--- src/rtl/pxa_map.svh ---
// Offsets, field positions, reset values and geometry of the pixel array addressing block.
// Assumes an AXI4-Lite master on core_clk and a camera controller driving frame and row pulses.
`ifndef PXA_MAP_SVH
`define PXA_MAP_SVH

`define PXA_REG_SEQ        8'h00
`define PXA_REG_NPIX       8'h04
`define PXA_REG_NLINES     8'h08
`define PXA_REG_INT        8'h0C
`define PXA_REG_COL_START  8'h14
`define PXA_REG_ROW_START  8'h18
`define PXA_REG_CORE       8'h1C
`define PXA_REG_DAC_RAW    8'h20
`define PXA_REG_DAC_FINE   8'h24
`define PXA_REG_STATUS     8'h28
`define PXA_REG_ADC        8'h2C

`define PXA_SEQ_NDR        0
`define PXA_SEQ_MODE_LO    1
`define PXA_SEQ_BOTH_SIDE  4
`define PXA_SEQ_DBL_SLOPE  12
`define PXA_CORE_COL_LO    2
`define PXA_CORE_ROW_LO    5

`define PXA_SEQ_RST        13'h0100
`define PXA_NPIX_RST       11'h200
`define PXA_NLINES_RST     12'hBC6
`define PXA_INT_RST        12'h001

`define PXA_BLOCK_PX       24
`define PXA_BLOCK_PAIRS    4'hC
`define PXA_COL_START_MAX  7'h62
`define PXA_ROW_START_MAX  8'h89
`define PXA_ARRAY_BLOCKS_X 92
`define PXA_ARRAY_BLOCKS_Y 125
`define PXA_COL_PAIRS      11'(((`PXA_ARRAY_BLOCKS_X * `PXA_BLOCK_PX) + 2) / 2)
`define PXA_ROW_LIMIT      12'((`PXA_ARRAY_BLOCKS_Y * `PXA_BLOCK_PX) + 2)
`define PXA_ROW_START_UNIT 12'h018

`endif

--- src/rtl/pxa_pkg.sv ---
// Types shared by the pixel array addressing block.
// Assumes pxa_map.svh carries all numeric constants.
package pxa_pkg;
  typedef logic [7:0]  pxa_addr_t;
  typedef logic [31:0] pxa_word_t;
  typedef logic [11:0] pxa_row_t;
  typedef logic [10:0] pxa_pair_t;
  typedef logic [2:0]  pxa_sub_t;
  typedef enum logic [1:0] {
    PXA_RESP_OKAY   = 2'b00,
    PXA_RESP_SLVERR = 2'b10
  } pxa_resp_e;
endpackage

--- src/rtl/pxa_sync2.sv ---
// Two-stage synchroniser, one per pin bit.
// Assumes inputs are asynchronous to core_clk.
`timescale 1ns/1ps
`default_nettype none
module pxa_sync2 #(
  parameter int W = 2
) (
  input  wire logic         core_clk,
  input  wire logic         rst,
  input  wire logic [W-1:0] async_in,
  output logic      [W-1:0] sync_out
);
  // Stage one is read only by stage two
  genvar i;
  for (i = 0; i < W; i++) begin : g_bit
    logic meta_q;
    logic hold_q;
    always_ff @(posedge core_clk or posedge rst) begin
      if (rst) begin
        meta_q <= 1'b0;
        hold_q <= 1'b0;
      end else begin
        meta_q <= async_in[i];
        hold_q <= meta_q;
      end
    end
    assign sync_out[i] = hold_q;
  end
endmodule // pxa_sync2
`default_nettype wire

--- src/rtl/pxa_sub_step.sv ---
// Decoder from a subsample code to its step in pixels.
// Assumes the code is stable, taken at frame start.
`timescale 1ns/1ps
`default_nettype none
module pxa_sub_step (
  input  wire logic [2:0] code,
  output logic      [3:0] step_px
);
  // Any code with the top bit set gives the widest step
  always_comb begin
    if (code[2]) begin
      step_px = 4'hC;
    end else begin
      unique case (code[1:0])
        2'b00: step_px = 4'h2;
        2'b01: step_px = 4'h4;
        2'b10: step_px = 4'h6;
        2'b11: step_px = 4'h8;
      endcase
    end
  end
endmodule // pxa_sub_step
`default_nettype wire

--- src/rtl/pxa_top.sv ---
// Pixel array addressing: subsampled column scan, rolling shutter row pointers, DAC codes.
// Assumes frame_start_pin and row_adv_pin come from the camera controller, asynchronous.
//
// Chosen here: the AXI4-Lite register port and the register addresses.
`timescale 1ns/1ps
`default_nettype none
`include "pxa_map.svh"
module pxa_top (
  input  wire logic               core_clk,
  input  wire logic               rst,
  input  wire logic               frame_start_pin,
  input  wire logic               row_adv_pin,
  input  wire logic [7:0]         s_axi_awaddr,
  input  wire logic               s_axi_awvalid,
  output logic                    s_axi_awready,
  input  wire logic [31:0]        s_axi_wdata,
  input  wire logic [3:0]         s_axi_wstrb,
  input  wire logic               s_axi_wvalid,
  output logic                    s_axi_wready,
  output logic [1:0]              s_axi_bresp,
  output logic                    s_axi_bvalid,
  input  wire logic               s_axi_bready,
  input  wire logic [7:0]         s_axi_araddr,
  input  wire logic               s_axi_arvalid,
  output logic                    s_axi_arready,
  output logic [31:0]             s_axi_rdata,
  output logic [1:0]              s_axi_rresp,
  output logic                    s_axi_rvalid,
  input  wire logic               s_axi_rready,
  output pxa_pkg::pxa_pair_t      col_pair_addr,
  output logic                    col_sel_even,
  output logic                    col_sel_odd,
  output logic                    adc_even_stb,
  output logic                    adc_odd_stb,
  output pxa_pkg::pxa_row_t       row_read_addr,
  output logic                    row_read_en,
  output pxa_pkg::pxa_row_t       row_reset_addr,
  output logic                    row_reset_en,
  output logic                    row_drive_both,
  output logic                    full_reset_pulse,
  output logic [7:0]              dac_raw_code,
  output logic [7:0]              dac_fine_code
);
  import pxa_pkg::*;

  // Pin synchronisers and rising-edge detect on the synced level
  logic [1:0] pins_s;
  logic       fs_prev_q;
  logic       ra_prev_q;
  logic       frame_go;
  logic       row_go;
  pxa_sync2 #(.W(2)) u_sync (
    .core_clk (core_clk),
    .rst      (rst),
    .async_in ({row_adv_pin, frame_start_pin}),
    .sync_out (pins_s)
  );
  always_ff @(posedge core_clk or posedge rst) begin
    if (rst) begin
      fs_prev_q <= 1'b0;
      ra_prev_q <= 1'b0;
    end else begin
      fs_prev_q <= pins_s[0];
      ra_prev_q <= pins_s[1];
    end
  end
  assign frame_go = pins_s[0] & ~fs_prev_q;
  assign row_go   = pins_s[1] & ~ra_prev_q;

  // Software registers
  logic [12:0] seq_q;
  logic [10:0] npix_q;
  logic [11:0] nlines_q;
  logic [11:0] int_q;
  logic [6:0]  col_start_q;
  logic [7:0]  row_start_q;
  logic [7:0]  core_q;
  logic [7:0]  dac_raw_q;
  logic [7:0]  dac_fine_q;
  logic        adc_single_q;

  // AXI4-Lite write path: address and data latched in either order
  logic        aw_full_q;
  logic        w_full_q;
  pxa_addr_t   aw_addr_q;
  pxa_word_t   w_data_q;
  logic [3:0]  w_strb_q;
  logic        wr_fire;
  pxa_word_t   wmask;
  pxa_word_t   wval;
  logic        wr_hit;
  assign s_axi_awready = ~aw_full_q & ~s_axi_bvalid;
  assign s_axi_wready  = ~w_full_q & ~s_axi_bvalid;
  assign wr_fire = aw_full_q & w_full_q;
  assign wmask = {{8{w_strb_q[3]}}, {8{w_strb_q[2]}}, {8{w_strb_q[1]}}, {8{w_strb_q[0]}}};
  assign wval  = w_data_q & wmask;
  always_comb begin
    unique case (aw_addr_q)
      `PXA_REG_SEQ, `PXA_REG_NPIX, `PXA_REG_NLINES, `PXA_REG_INT,
      `PXA_REG_COL_START, `PXA_REG_ROW_START, `PXA_REG_CORE,
      `PXA_REG_DAC_RAW, `PXA_REG_DAC_FINE, `PXA_REG_ADC: wr_hit = 1'b1;
      default: wr_hit = 1'b0;
    endcase
  end
  always_ff @(posedge core_clk or posedge rst) begin
    if (rst) begin
      aw_full_q    <= 1'b0;
      w_full_q     <= 1'b0;
      aw_addr_q    <= 8'h00;
      w_data_q     <= 32'h0000_0000;
      w_strb_q     <= 4'h0;
      s_axi_bvalid <= 1'b0;
      s_axi_bresp  <= PXA_RESP_OKAY;
    end else begin
      if (s_axi_awvalid && s_axi_awready) begin
        aw_full_q <= 1'b1;
        aw_addr_q <= {s_axi_awaddr[7:2], 2'b00};
      end
      if (s_axi_wvalid && s_axi_wready) begin
        w_full_q <= 1'b1;
        w_data_q <= s_axi_wdata;
        w_strb_q <= s_axi_wstrb;
      end
      if (wr_fire) begin
        aw_full_q    <= 1'b0;
        w_full_q     <= 1'b0;
        s_axi_bvalid <= 1'b1;
        s_axi_bresp  <= wr_hit ? PXA_RESP_OKAY : PXA_RESP_SLVERR;
      end else if (s_axi_bready) begin
        s_axi_bvalid <= 1'b0;
      end
    end
  end

  // Register stores; bytes left out by wstrb keep their value
  always_ff @(posedge core_clk or posedge rst) begin
    if (rst) begin
      seq_q        <= `PXA_SEQ_RST;
      npix_q       <= `PXA_NPIX_RST;
      nlines_q     <= `PXA_NLINES_RST;
      int_q        <= `PXA_INT_RST;
      col_start_q  <= 7'h00;
      row_start_q  <= 8'h00;
      core_q       <= 8'h00;
      dac_raw_q    <= 8'h00;
      dac_fine_q   <= 8'h00;
      adc_single_q <= 1'b0;
    end else if (wr_fire) begin
      unique case (aw_addr_q)
        `PXA_REG_SEQ:    seq_q <= (seq_q & ~wmask[12:0]) | wval[12:0];
        `PXA_REG_NPIX:   npix_q <= (npix_q & ~wmask[10:0]) | wval[10:0];
        `PXA_REG_NLINES: nlines_q <= (nlines_q & ~wmask[11:0]) | wval[11:0];
        `PXA_REG_INT:    int_q <= (int_q & ~wmask[11:0]) | wval[11:0];
        // Out-of-range starts saturate at the last coordinate
        `PXA_REG_COL_START: if (w_strb_q[0]) begin
          col_start_q <= (w_data_q[6:0] > `PXA_COL_START_MAX) ?
                         `PXA_COL_START_MAX : w_data_q[6:0];
        end
        `PXA_REG_ROW_START: if (w_strb_q[0]) begin
          row_start_q <= (w_data_q[7:0] > `PXA_ROW_START_MAX) ?
                         `PXA_ROW_START_MAX : w_data_q[7:0];
        end
        `PXA_REG_CORE:     if (w_strb_q[0]) core_q <= w_data_q[7:0];
        `PXA_REG_DAC_RAW:  if (w_strb_q[0]) dac_raw_q <= w_data_q[7:0];
        `PXA_REG_DAC_FINE: if (w_strb_q[0]) dac_fine_q <= w_data_q[7:0];
        `PXA_REG_ADC:      if (w_strb_q[0]) adc_single_q <= w_data_q[0];
        default: ;
      endcase
    end
  end

  // Frame-latched configuration so mid-frame writes wait for the next frame
  pxa_sub_t   col_sub_f_q;
  pxa_sub_t   row_sub_f_q;
  logic [6:0] col_start_f_q;
  logic       both_f_q;
  logic       single_f_q;
  logic       both_sel;
  assign both_sel = seq_q[`PXA_SEQ_BOTH_SIDE] | (seq_q[`PXA_SEQ_NDR] &
    ((seq_q[`PXA_SEQ_MODE_LO +: 2] == 2'b01) | (seq_q[`PXA_SEQ_MODE_LO +: 2] == 2'b10)));
  always_ff @(posedge core_clk or posedge rst) begin
    if (rst) begin
      col_sub_f_q   <= 3'h0;
      row_sub_f_q   <= 3'h0;
      col_start_f_q <= 7'h00;
      both_f_q      <= 1'b0;
      single_f_q    <= 1'b0;
    end else if (frame_go) begin
      col_sub_f_q   <= core_q[`PXA_CORE_COL_LO +: 3];
      row_sub_f_q   <= core_q[`PXA_CORE_ROW_LO +: 3];
      col_start_f_q <= col_start_q;
      both_f_q      <= both_sel;
      single_f_q    <= adc_single_q;
    end
  end
  assign row_drive_both = both_f_q;

  // Step decoders for both directions
  logic [3:0] col_step_px;
  logic [3:0] row_step_px;
  pxa_sub_step u_col_step (
    .code    (col_sub_f_q),
    .step_px (col_step_px)
  );
  pxa_sub_step u_row_step (
    .code    (row_sub_f_q),
    .step_px (row_step_px)
  );

  // Next row: second row of the pair, or jump over the skipped rows
  function automatic pxa_row_t next_row(input pxa_row_t ptr, input logic ph,
                                        input logic [3:0] step);
    next_row = ph ? ptr + 12'(step) - 12'h001 : ptr + 12'h001;
  endfunction

  // Row pointers: reset leads, read trails by the integration row count
  pxa_row_t   rst_ptr_q;
  pxa_row_t   rd_ptr_q;
  logic       rst_ph_q;
  logic       rd_ph_q;
  pxa_row_t   lag_q;
  logic       rd_act_q;
  pxa_row_t   rd_cnt_q;
  pxa_row_t   row_base;
  logic       row_go_rd;
  assign row_base  = 12'(row_start_q) * `PXA_ROW_START_UNIT;
  // Read joins on the advance that leaves the reset row int_q rows ahead
  assign row_go_rd = row_go & (rd_act_q | ({1'b0, lag_q} + 13'h0001 >= {1'b0, int_q}));
  always_ff @(posedge core_clk or posedge rst) begin
    if (rst) begin
      rst_ptr_q <= 12'h000;
      rst_ph_q  <= 1'b0;
      lag_q     <= 12'h000;
    end else if (frame_go) begin
      rst_ptr_q <= row_base;
      rst_ph_q  <= 1'b0;
      lag_q     <= 12'h000;
    end else if (row_go) begin
      rst_ptr_q <= next_row(rst_ptr_q, rst_ph_q, row_step_px);
      rst_ph_q  <= ~rst_ph_q;
      if (lag_q != 12'hFFF) lag_q <= lag_q + 12'h001;
    end
  end
  // The read pointer starts on the base row, int_q rows behind the reset row
  always_ff @(posedge core_clk or posedge rst) begin
    if (rst) begin
      rd_ptr_q <= 12'h000;
      rd_ph_q  <= 1'b0;
      rd_act_q <= 1'b0;
      rd_cnt_q <= 12'h000;
    end else if (frame_go) begin
      rd_ptr_q <= row_base;
      rd_ph_q  <= 1'b0;
      rd_act_q <= 1'b0;
      rd_cnt_q <= 12'h000;
    end else if (row_go_rd) begin
      rd_act_q <= 1'b1;
      rd_cnt_q <= rd_cnt_q + 12'h001;
      if (rd_act_q) begin
        rd_ptr_q <= next_row(rd_ptr_q, rd_ph_q, row_step_px);
        rd_ph_q  <= ~rd_ph_q;
      end
    end
  end

  // Row line drivers; read stops after nlines rows or at the array edge
  logic rd_in_frame;
  logic rst_in_frame;
  assign rd_in_frame  = rd_act_q & (rd_cnt_q <= nlines_q) & (rd_ptr_q < `PXA_ROW_LIMIT);
  assign rst_in_frame = rst_ptr_q < `PXA_ROW_LIMIT;
  always_ff @(posedge core_clk or posedge rst) begin
    if (rst) begin
      row_read_addr    <= 12'h000;
      row_read_en      <= 1'b0;
      row_reset_addr   <= 12'h000;
      row_reset_en     <= 1'b0;
      full_reset_pulse <= 1'b0;
    end else begin
      row_read_addr    <= rd_ptr_q;
      row_read_en      <= rd_in_frame;
      row_reset_addr   <= rst_ptr_q;
      row_reset_en     <= rst_in_frame;
      // High-sensitivity slope: whole array reset once per frame
      // Bit read live so the first frame after enabling also gets its reset
      full_reset_pulse <= frame_go & seq_q[`PXA_SEQ_DBL_SLOPE];
    end
  end

  // Column scan in pairs: block index plus pair offset inside the block
  logic [6:0] blk_q;
  logic [3:0] off_q;
  logic [10:0] pcnt_q;
  logic       line_q;
  logic       half_q;
  logic [3:0] step_pairs;
  logic [4:0] off_sum;
  pxa_pair_t  pair_addr;
  logic       advance;
  assign step_pairs = {1'b0, col_step_px[3:1]};
  assign off_sum    = {1'b0, off_q} + {1'b0, step_pairs};
  assign pair_addr  = 11'(blk_q) * 11'(`PXA_BLOCK_PAIRS) + 11'(off_q);
  // A single converter takes two cycles per pair: even then odd
  assign advance    = line_q & (~single_f_q | half_q);
  always_ff @(posedge core_clk or posedge rst) begin
    if (rst) begin
      blk_q  <= 7'h00;
      off_q  <= 4'h0;
      pcnt_q <= 11'h000;
      line_q <= 1'b0;
      half_q <= 1'b0;
    end else if (frame_go) begin
      line_q <= 1'b0;
      half_q <= 1'b0;
    end else if (row_go_rd) begin
      blk_q  <= col_start_f_q;
      off_q  <= 4'h0;
      pcnt_q <= 11'h000;
      line_q <= 1'b1;
      half_q <= 1'b0;
    end else if (line_q) begin
      half_q <= ~half_q;
      if (advance) begin
        if (off_sum >= {1'b0, `PXA_BLOCK_PAIRS}) begin
          blk_q <= blk_q + 7'h01;
          off_q <= 4'(off_sum - {1'b0, `PXA_BLOCK_PAIRS});
        end else begin
          off_q <= off_sum[3:0];
        end
        pcnt_q <= pcnt_q + 11'h001;
        if ((pcnt_q + 11'h001 >= npix_q) || (pair_addr >= `PXA_COL_PAIRS - 11'h001)) begin
          line_q <= 1'b0;
        end
      end
    end
  end

  // Column selects and converter strobes, registered
  always_ff @(posedge core_clk or posedge rst) begin
    if (rst) begin
      col_pair_addr <= 11'h000;
      col_sel_even  <= 1'b0;
      col_sel_odd   <= 1'b0;
      adc_even_stb  <= 1'b0;
      adc_odd_stb   <= 1'b0;
    end else begin
      col_pair_addr <= pair_addr;
      col_sel_even  <= line_q;
      col_sel_odd   <= line_q;
      adc_even_stb  <= line_q & (~single_f_q | ~half_q);
      adc_odd_stb   <= line_q & (~single_f_q | half_q);
    end
  end

  // Offset DAC codes; fine code moves only bus two's reference
  assign dac_raw_code  = dac_raw_q;
  assign dac_fine_code = dac_fine_q;

  // AXI4-Lite read path, one read at a time
  pxa_word_t rd_word;
  logic      rd_hit;
  assign s_axi_arready = ~s_axi_rvalid;
  always_comb begin
    rd_word = 32'h0000_0000;
    rd_hit  = 1'b1;
    unique case ({s_axi_araddr[7:2], 2'b00})
      `PXA_REG_SEQ:       rd_word[12:0] = seq_q;
      `PXA_REG_NPIX:      rd_word[10:0] = npix_q;
      `PXA_REG_NLINES:    rd_word[11:0] = nlines_q;
      `PXA_REG_INT:       rd_word[11:0] = int_q;
      `PXA_REG_COL_START: rd_word[6:0] = col_start_q;
      `PXA_REG_ROW_START: rd_word[7:0] = row_start_q;
      `PXA_REG_CORE:      rd_word[7:0] = core_q;
      `PXA_REG_DAC_RAW:   rd_word[7:0] = dac_raw_q;
      `PXA_REG_DAC_FINE:  rd_word[7:0] = dac_fine_q;
      `PXA_REG_ADC:       rd_word[0] = adc_single_q;
      `PXA_REG_STATUS:    rd_word = {line_q, rd_act_q, 2'b00, rst_ptr_q, 4'h0, rd_ptr_q};
      default:            rd_hit = 1'b0;
    endcase
  end
  always_ff @(posedge core_clk or posedge rst) begin
    if (rst) begin
      s_axi_rvalid <= 1'b0;
      s_axi_rdata  <= 32'h0000_0000;
      s_axi_rresp  <= PXA_RESP_OKAY;
    end else if (s_axi_arvalid && s_axi_arready) begin
      s_axi_rvalid <= 1'b1;
      s_axi_rdata  <= rd_word;
      s_axi_rresp  <= rd_hit ? PXA_RESP_OKAY : PXA_RESP_SLVERR;
    end else if (s_axi_rready) begin
      s_axi_rvalid <= 1'b0;
    end
  end
endmodule // pxa_top
`default_nettype wire

--- config.mk ---
export PLATFORM = sky130hd
export DESIGN_NAME = pxa_top
export DESIGN_NICKNAME = d
export VERILOG_FILES = /design/src/rtl/pxa_pkg.sv /design/src/rtl/pxa_sync2.sv /design/src/rtl/pxa_sub_step.sv /design/src/rtl/pxa_top.sv
export VERILOG_INCLUDE_DIRS = /design/src /design/src/rtl
export SDC_FILE = /design/constraint.sdc
export NUM_CORES = 1
export LEC_CHECK = 0
export BUFFER_PORTS_ARGS = -buffer_cell sky130_fd_sc_hd__buf_2
export CAP_MARGIN = 20
export CELL_PAD_IN_SITES_DETAIL_PLACEMENT = 1
export CELL_PAD_IN_SITES_GLOBAL_PLACEMENT = 2
export CORE_ASPECT_RATIO = 1.1
export CORE_MARGIN = 2
export CORE_UTILIZATION = 30
export CTS_CLUSTER_SIZE = 40
export DETAILED_ROUTE_END_ITERATION = 8
export PLACE_DENSITY = 0.76
export RECOVER_POWER = 50
export SLEW_MARGIN = 30
export SYNTH_ARGS = -nofsm -noshare
export SYNTH_HDL_FRONTEND = slang
export SYNTH_SLANG_ARGS = --single-unit
--- constraint.sdc ---
create_clock -name core_clk -period 9.66 [get_ports core_clk]
set_clock_uncertainty 0.15 [all_clocks]
set_input_delay 0 -clock core_clk [delete_from_list [all_inputs] [get_ports core_clk]]
set_output_delay 0 -clock core_clk [all_outputs]
set_load 0.02 [all_outputs]
; Word-level counts from Yosys, hierarchy flattened
; Cells that the tools add are included.
[totals]
ff_bits = 286
wordCells = 244
out_inout_bits = 100
[op_classes]
mul = 2
n_bitwise = 40
n_eq_ne = 28
mux = 63
n_lt_le_gt_ge = 9
n_addsub = 14
reduce_logical = 36
[ops]
columns = op, count
row1 = 12-bit 2-to-1 mux, 12
row2 = 6-bit one-hot mux with 10 select lines, 1
row3 = 12-bit by 1-bit adder with 12-bit output (second input constant), 4
row4 = 6-bit by 4-bit == test with 1-bit output (second input constant), 7
row5 = 6-bit by 3-bit == test with 1-bit output (second input constant), 6
row6 = 7-bit 2-to-1 mux, 5
row7 = 11-bit 2-to-1 mux, 3
row8 = 4-bit one-hot mux with 4 select lines, 2
row9 = 13-bit bitwise AND, 2
row10 = 1-bit 2-to-1 mux, 26
row11 = 12-bit by 4-bit adder with 12-bit output, 2
row12 = 12-bit bitwise AND, 2
row13 = 6-bit by 2-bit == test with 1-bit output (second input constant), 4
row14 = 12-bit less-than comparator (second input constant), 2
row15 = 4-bit 2-to-1 mux, 6
row16 = 12-bit bitwise OR, 2
row17 = 12-bit by 1-bit subtractor with 12-bit output (second input constant), 2
row18 = 2-bit nonzero test, 11
row19 = 3-bit AND reduction, 7
row20 = 19-bit 2-to-1 mux, 1
row21 = 3-bit one-hot mux with 5 select lines, 1
row22 = 12-bit by 1-bit adder with 13-bit output (second input constant), 1
row23 = 13-bit by 12-bit >= comparator with 1-bit output, 1
row24 = 13-bit NOT, 1
row25 = other kinds (40), 81

; Logic depth before layout (Yosys ltp)
; Gate-level depths: netlist (run 1).
[depth]
ltp_word = 9
mapped_depth = 15
ltp_nobuf = 15

; Modules after synthesis
; Synthesis (run 1) repeated with hierarchy kept, for this count alone.
[hier_totals]
hier_cells = 1626
area_unflattened_um2 = 15778.9
[by_module_without_submodules]
columns = mod, n_inst, area_each_um2, cells_per_inst
row1 = pxa_top, 1, 15502.4, 1599
row2 = pxa_sub_step, 2, 78.8, 10
row3 = pxa_sync2, 1, 118.9, 7

; Worst setup path after synthesis (run 1)
; Ideal clock, no wire load.
[synth_path]
path_type = register to register
startpoint = register lag_q[0]
endpoint = register blk_q[0]
slack_ns = 6.399
t_arrival_ns = 2.985
path_buffers = 2
stages_incl_launch_ff = 15
setup_ns = 0.126
synth_period_minus_slack_ns = 3.261
cell_sequence = dfrtp_1 > ha_1 > nand3_2 > nor2_1 > nand4_1 > xnor2_1 > ha_1 > a211oi_1 > nand2_1 > o2111ai_2 > and2_4 > buf_6 > buf_2 > nor2_1 > a221o_1
[synth_via]
elab_chain_cells = 6
[synth_lines]
columns = item, line
row1 = from (decl), pxa_top.sv:221  ; pxa_row_t lag_q;
row2 = from (signal assigned), pxa_top.sv:241  ; if (lag_q != 12'hFFF) lag_q <= lag_q + 12'h001;
row3 = 12-bit by 1-bit adder with 13-bit output (*), pxa_top.sv:228  ; assign row_go_rd = row_go & (rd_act_q | ({1'b0, lag_q} + 13'h0001 >= {1'b0, int_q}));
row4 = 13-bit by 12-bit >= comparator with 1-bit output (*), pxa_top.sv:228
row5 = 1-bit bitwise OR (*), pxa_top.sv:228
row6 = 1-bit bitwise AND (*), pxa_top.sv:228
row7 = 2-bit nonzero test (no source line), -
row8 = 4-bit AND reduction (no source line), -
row9 = to (signal assigned), pxa_top.sv:315  ; blk_q <= col_start_f_q;
row10 = to (signal assigned), pxa_top.sv:324  ; blk_q <= blk_q + 7'h01;
row11 = to (decl), pxa_top.sv:290  ; logic [6:0] blk_q;
; Mark *: on every way between the ends. The rest lies on a longest branch, timed or not.
; A chain may end at the register's enable or synchronous reset.

==> results by group, run 1 <==
Clocking
  • Sink Count: 279
  • Max Buffers Root-to-Sink: 3
  • # H-tree levels: 2
  • Post-CTS setup buffers: 0
  • Skew-Pair Late Insertion Delay: 0.57 ns
  • Clock root buffer: clkbuf_16
  • CTS tree: done
  • CTS Buf Count: 35
  • Reg clk slew, reported paths: 0.06 ns
  • Post-CTS sizing: 0

GRT
  • Largest net degree at the start of global routing: 165
  • Global-route wire length before repair: 76900 µm
  • Vias in the first global route: 13400
  • Initial antenna violation count: 0
  • Total grt overflow: 0
  • Total track usage: 18.1%

Timing
  • Endpoints failing setup: 0
  • Fin crit share: 62.3%
  • Fin crit period: between 6 and 7 ns
  • Slew Limit Fails: 328
  • Final Hold Viols: 0
  • Unrepaired setup endpoints after global routing: no
  • Least-Margin Pin Slew: about 4.5 ns
  • Relative slew slack: -197%
  • Fmax achieved: 166 MHz
  • Final setup TNS: 0 ns
  • Hold WS: 0.0458 ns

Power
  • Total power: between 5 and 6 mW
  • Worst vdd rail ir drop: 0.122 mV
  • P per Cell Area: approximately 300 nW/µm²
  • Leakage Power: just over 8 nW

Final layout
  • Commonest non-fill, non-tap cells in the layout: dfrtp_1 (268), nand2_1 (160), o21ai_0 (133), nor2_1 (117), ha_1 (111)
  • ANT cells: 0
  • Layout cells sized above 1: 12.3%
  • Commonest non-fill, non-tap cell in the layout: dfrtp_1
  • Area growth syn-to-layout: 19.0%
  • Fin nets: 1918

Logic synthesis
  • Syn avg cell area: 9.86 µm²
  • Top FF cell, synth: dfrtp_1
  • YS warnings: 0
  • Synthesized flop and latch total: 279
  • Synth Cell Area: 15600 µm²
  • Post-Syn Instances: 1582
  • Synth top area share: 43.1%
  • Sequential cell area fraction in the yosys report: 44.8%
  • Distinct cells, synth: roughly 80
  • Top cell type by total area after synthesis: dfrtp_1
  • Ys async rst share: 100%
  • EDFF count, synth: 0
  • Area contributors post-synth: dfrtp_1 (43%), ha_1 (8.9%), mux2_2 (5.6%), o21ai_0 (4.3%), nand2_1 (3.8%)

Drt
  • Routed wire per std cell: 19.8 µm
  • Initial DRC Count: 543
  • Final wirelength: approximately 48000 µm
  • Antenna Violating Nets Remaining: 0
  • # DRC: 7
  • 1st-pass router iterations: 6
  • Vias per cell: 5.13
  • Via count: 12500

Setup path
  • Max FO, Critical Path: 81
  • Slowest stage delay, CP: about 3.2 ns
  • Critical path required time: roughly 9.1 ns
  • Startpoint types: primary input
  • CP arrival: 5.47 ns
  • Worst setup path class: primary input to async pin
  • Cells along the critical path: dlygate4sd3_1 > dlygate4sd3_1 > buf_2 > clkinvlp_2 > clkbuf_1
  • CP dominant cell by count: dlygate4sd3_1
  • Worst path slowest cell: clkbuf_1
  • Setup crit end kind: async pin

Outcome
  • Outcome: finished with violations
  • Violated checks: design-rule violations, max-capacitance violations, max-slew violations

Placement
  • HPWL Detailed: 34500 µm
  • I/O Buffers: 128
  • Gpl congestion: 0.819

Floorplanning
  • I/O pin count: 161
  • Initial Utilization: 30.4%
  • Die area: 53900 µm²
  • Die height: between 200 and 250 µm
  • Core ar.: 51400 µm²
  • Cell row count: 87
  • Chip width: 221 µm

Job
  • Max Cap Viol: 7

Min path
  • Worst min path class: primary input to flip-flop
==> power by group <==
| part | switching (mW) | internal, mW |
|---|---|---|
| Clock | 0.547 | 0.906 |
| Combinational | 1.32 | 0.941 |
| Sequential | 0.454 | 1.51 |
==> path summary, 6_finish.rpt <==
kind / cells after the start / slack (ns) / startpoint / to
hold / removal: 3 / 0.05 / s_axi_wdata[0] / w_data_q[0]
setup reg to reg: 12 / 5.08 / lag_q[0] / pcnt_q[10]
max in group core_clk: 12 / 5.08 / lag_q[0] / pcnt_q[10]
setup / recovery: 5 / 3.64 / rst / line_q
hold reg to reg: 0 / 0.20 / u_sync.g_bit[0].meta_q / u_sync.g_bit[0].hold_q
min in group asynchronous: 4 / 0.79 / rst / aw_addr_q[5]
==> per-layer routing <==
| layer | GRT usage (%) | wire length (µm) | vias to the layer above |
|---|---|---|---|
| met3 | 2.57 | 1380 | 59 |
| met2 | 32.5 | 24600 | 148 |
| met4 | 5.54 | 1300 | 0 |
| li1 | - | - | 5901 |
| met5 | 0 | 0 | - |
| met1 | 22.3 | 20800 | 6365 |
==> worst max-delay path, delay by kind of cell <==
family	cells	cell delay, ns
buffers and inverters	5	5.29
==> kinds of logic after synthesis <==
| family | Yosys count | share of synthesized area, % |
|---|---|---|
| AND/OR/NAND/NOR | 462 | 14.1 |
| AO/OA/AOI/OAI | 380 | 15.6 |
| flip-flops | 279 | 44.8 |
| buffers and inverters | 180 | 4.61 |
| adder cells (fa/ha/maj) | 117 | 9.67 |
| multiplexers | 102 | 7.75 |
| XOR/XNOR | 61 | 3.42 |
| other | 1 | 0.0240 |
==> area by class of cell <==
| class | instances | area [µm²] |
|---|---|---|
| multi-input cells | 1129 | 7940 |
| well taps | 667 | 835 |
| clock buffers | 51 | 1030 |
| inverters | 105 | 395 |
| clock inverters | 12 | 255 |
| flip-flops and latches | 279 | 7000 |
| fillers | 5930 | 32800 |
| repair buffers | 190 | 1110 |
==> synthesized netlist by cell type (13+ instances only) <==
cell type,instances
dfrtp_1,269
nand2_1,160
o21ai_0,133
nor2_1,118
ha_1,111
inv_1,105
mux2_2,77
a21oi_1,73
clkbuf_1,56
nand3_1,43
xnor2_1,39
a22o_1,30
nor3_1,23
xor2_1,22
and3_1,17
a211oi_1,15
a22oi_1,15
mux2i_1,15
nand2b_1,15
nand4_1,14
nor2b_1,14
a21o_1,13
a31oi_1,13
o211ai_1,13
==> what timing repair did <==
item | CTS | global route
hold buffers | 51 | 1
hold endpoints to repair | 155 | 29
setup endpoints to repair | 0 | 0
==> metrics by stage <==
stage	setup slack [ns]	utilization, %	instance area (µm²)	instances
6_report	3.64	36.1	18600	2433
5_1_grt	2.53	36.1	18600	2433
2_1_floorplan	1.83	-	15600	1588
3_3_place_gp	5.37	32.8	16900	2316
3_5_place_dp	5.21	32.9	16900	2316
4_1_cts	5.15	36.4	18700	2430
No activity file was read; power rests on OpenSTA's default activity.
==> run 2, diff against run 1 <==
==> constraint.sdc (replaced) <==
create_clock -name core_clk -period 5.55 [get_ports core_clk]
set_clock_uncertainty 0.15 [all_clocks]
set_input_delay 0 -clock core_clk [delete_from_list [all_inputs] [get_ports core_clk]]
set_output_delay 0 -clock core_clk [all_outputs]
set_load 0.02 [all_outputs]
==> run 2 against run 1 <==
The run still ends with design-rule violations, max-capacitance violations, max-slew violations left. Hold slack improved by 0.0041 ns. Setup slack got worse by 2.7 ns. Wire length rose by 0.14%. Total power rose by 69%. Sequential share of layout area rose by 0.37 points. Count of clock-buffer cells in the layout fell by 4. Combinational power rose by 73%. First-iteration DRC count rose by 7.2%. Register-to-register slack got worse by 4.1 ns. Non-clock buffer count fell by 3. Final cell count fell by 0.16%. Global-route usage fell by 0.077 points. Critical path type is now flip-flop to flip-flop. Critical endpoint is now rd_ptr_q[9].
==> results by group, run 2 (synthesis gave the netlist of run 1 again) <==
Timing
  • Endpoints failing setup: 0 (unchanged)
  • Fin crit period: between 4 and 5 ns
  • Fmax achieved: 219 MHz
  • Slew Limit Fails: 234 (-29%)
  • Hold WS: 0.0499 ns (+0.00408 ns)
  • Relative slew slack: -99.5% (+98 points)
  • Final setup TNS: 0 ns (unchanged)
  • Final Hold Viols: 0 (unchanged)
  • Unrepaired setup endpoints after global routing: no
  • Fin crit share: 82.3%
  • Least-Margin Pin Slew: 2.99 ns (-1.47 ns)

Drt
  • 1st-pass router iterations: 7 (+1)
  • Vias per cell: 5.15 (+0.48%)
  • Final wirelength: 48100 µm (+0.14%)
  • Antenna Violating Nets Remaining: 0 (unchanged)
  • Via count: 12500 (+0.31%)
  • # DRC: 10 (+3)
  • Initial DRC Count: 582 (+7.2%)
  • Routed wire per std cell: 19.8 µm (+0.30%)

Setup path
  • Worst setup path class: flip-flop to flip-flop
  • Startpoint types: flip-flop
  • Critical path required time: 5.86 ns (-3.25 ns)
  • Setup crit end kind: flip-flop
  • CP arrival: 4.88 ns (-0.59 ns)
  • Max FO, Critical Path: 62 (-23%)
  • Reg2reg start: u_sync.g_bit[0].hold_q
  • Setup crit start: u_sync.g_bit[0].hold_q

Min path
  • Worst min path class: primary input to flip-flop
  • HP Start: s_axi_araddr[3]

Power
  • Total power: 9.60 mW (+69%)
  • Worst vdd rail ir drop: 0.197 mV (+62%)
  • Leakage Power: 8.15 nW (-1.0%)
  • P per Cell Area: 522 nW/µm² (+71%)

GRT
  • Initial antenna violation count: 0 (unchanged)
  • Global-route wire length before repair: 76300 µm (-0.79%)
  • Largest net degree at the start of global routing: 149 (-9.7%)
  • Total track usage: 18.0% (-0.077 points)
  • Total grt overflow: 0 (unchanged)
  • Vias in the first global route: 13300 (-0.64%)

Floorplanning
  • Initial Utilization: 30.4% (unchanged)
  • Die height: 243 µm (unchanged)
  • Die area: 53900 µm² (unchanged)
  • Core ar.: 51400 µm² (unchanged)
  • I/O pin count: 161 (unchanged)
  • Cell row count: 87 (unchanged)
  • Chip width: 221 µm (unchanged)

Clocking
  • Hold_buf cts: 49 (-3.9%)
  • Clock root buffer: clkbuf_16
  • CTS tree: done
  • # H-tree levels: 2 (unchanged)
  • Sink Count: 279 (unchanged)
  • Post-CTS sizing: 0 (unchanged)
  • Max Buffers Root-to-Sink: 3 (unchanged)
  • CTS Buf Count: 35 (unchanged)
  • Post-CTS setup buffers: 0 (unchanged)
  • Reg clk slew, reported paths: 0.06 ns (about the same)
  • Skew-Pair Late Insertion Delay: 0.56 ns (about the same)

Final layout
  • Commonest non-fill, non-tap cell in the layout: dfrtp_1
  • Layout cells sized above 1: 12.3% (+0.028 points)
  • Commonest non-fill, non-tap cells in the layout: dfrtp_1 (268), nand2_1 (160), o21ai_0 (133), nor2_1 (117), ha_1 (111)
  • Final instance area: 18400 µm² (-0.97%)
  • ANT cells: 0 (unchanged)
  • Fin nets: 1915 (-0.16%)
  • Area growth syn-to-layout: 17.8%

Outcome
  • Violated checks: design-rule violations, max-capacitance violations, max-slew violations
  • Outcome: finished with violations

Placement
  • Gpl congestion: 0.827 (+0.98%)
  • Placed Area: 16900 µm² (about the same)
  • I/O Buffers: 128 (unchanged)
  • HPWL Detailed: 34800 µm (+1.0%)

Job
  • Max Cap Viol: 5 (-2)
-- run 2: final cells by class --
class                   count  area [µm²]
multi-input cells        1129        7940
clock inverters            15         173
clock buffers              47         961
inverters                 105         395
flip-flops and latches    279        7000
repair buffers            187        1080
well taps                 667         835
fillers                  5850       33000
-- run 2: power by group --
part,total (mW),switching (mW),internal [mW]
combinational,3.90,2.27,1.63
sequential,3.41,0.792,2.62
clock,2.29,0.957,1.33
-- run 2: path summary, 6_finish.rpt --
kind | end | slack (ns) | cells past startpoint
hold / removal | s_axi_rdata[7] | 0.05 | 3
min in group asynchronous | rd_ptr_q[10] | 0.55 | 4
hold reg to reg | u_sync.g_bit[0].hold_q | 0.20 | 0
max in group asynchronous | col_pair_addr[3] | 1.45 | 5
setup / recovery | rd_ptr_q[9] | 0.98 | 5
setup reg to reg | rd_ptr_q[9] | 0.98 | 5
-- run 2: critical path, stage by stage (launching register included) --
cell and delay [ns]:
dfrtp_1 0.37, nor2b_1 0.81, clkbuf_1 2.17, nand2_1 0.56, o31a_1 0.29, o21ai_0 0.08
-- run 2: metal layers --
layer  global-route usage [%]  vias to the layer above  part of all wire [%]
met1                     22.2                     6335                    43
met3                     2.61                       69                   3.4
met2                     32.2                      208                    50
li1                         -                     5900                     -
met5                        0                        -                     0
met4                     6.02                        0                   3.3
-- run 2: through the flow --
stage / std cells / worst slack (ns) / util [%]
floorplan: 1588 / 1.71 / -
global placement: 2318 / 1.41 / 32.9
CTS: 2429 / 1.22 / 36.0
detailed placement: 2318 / 1.29 / 32.9
global route: 2429 / 0.592 / 35.8
finish: 2429 / 0.983 / 35.8
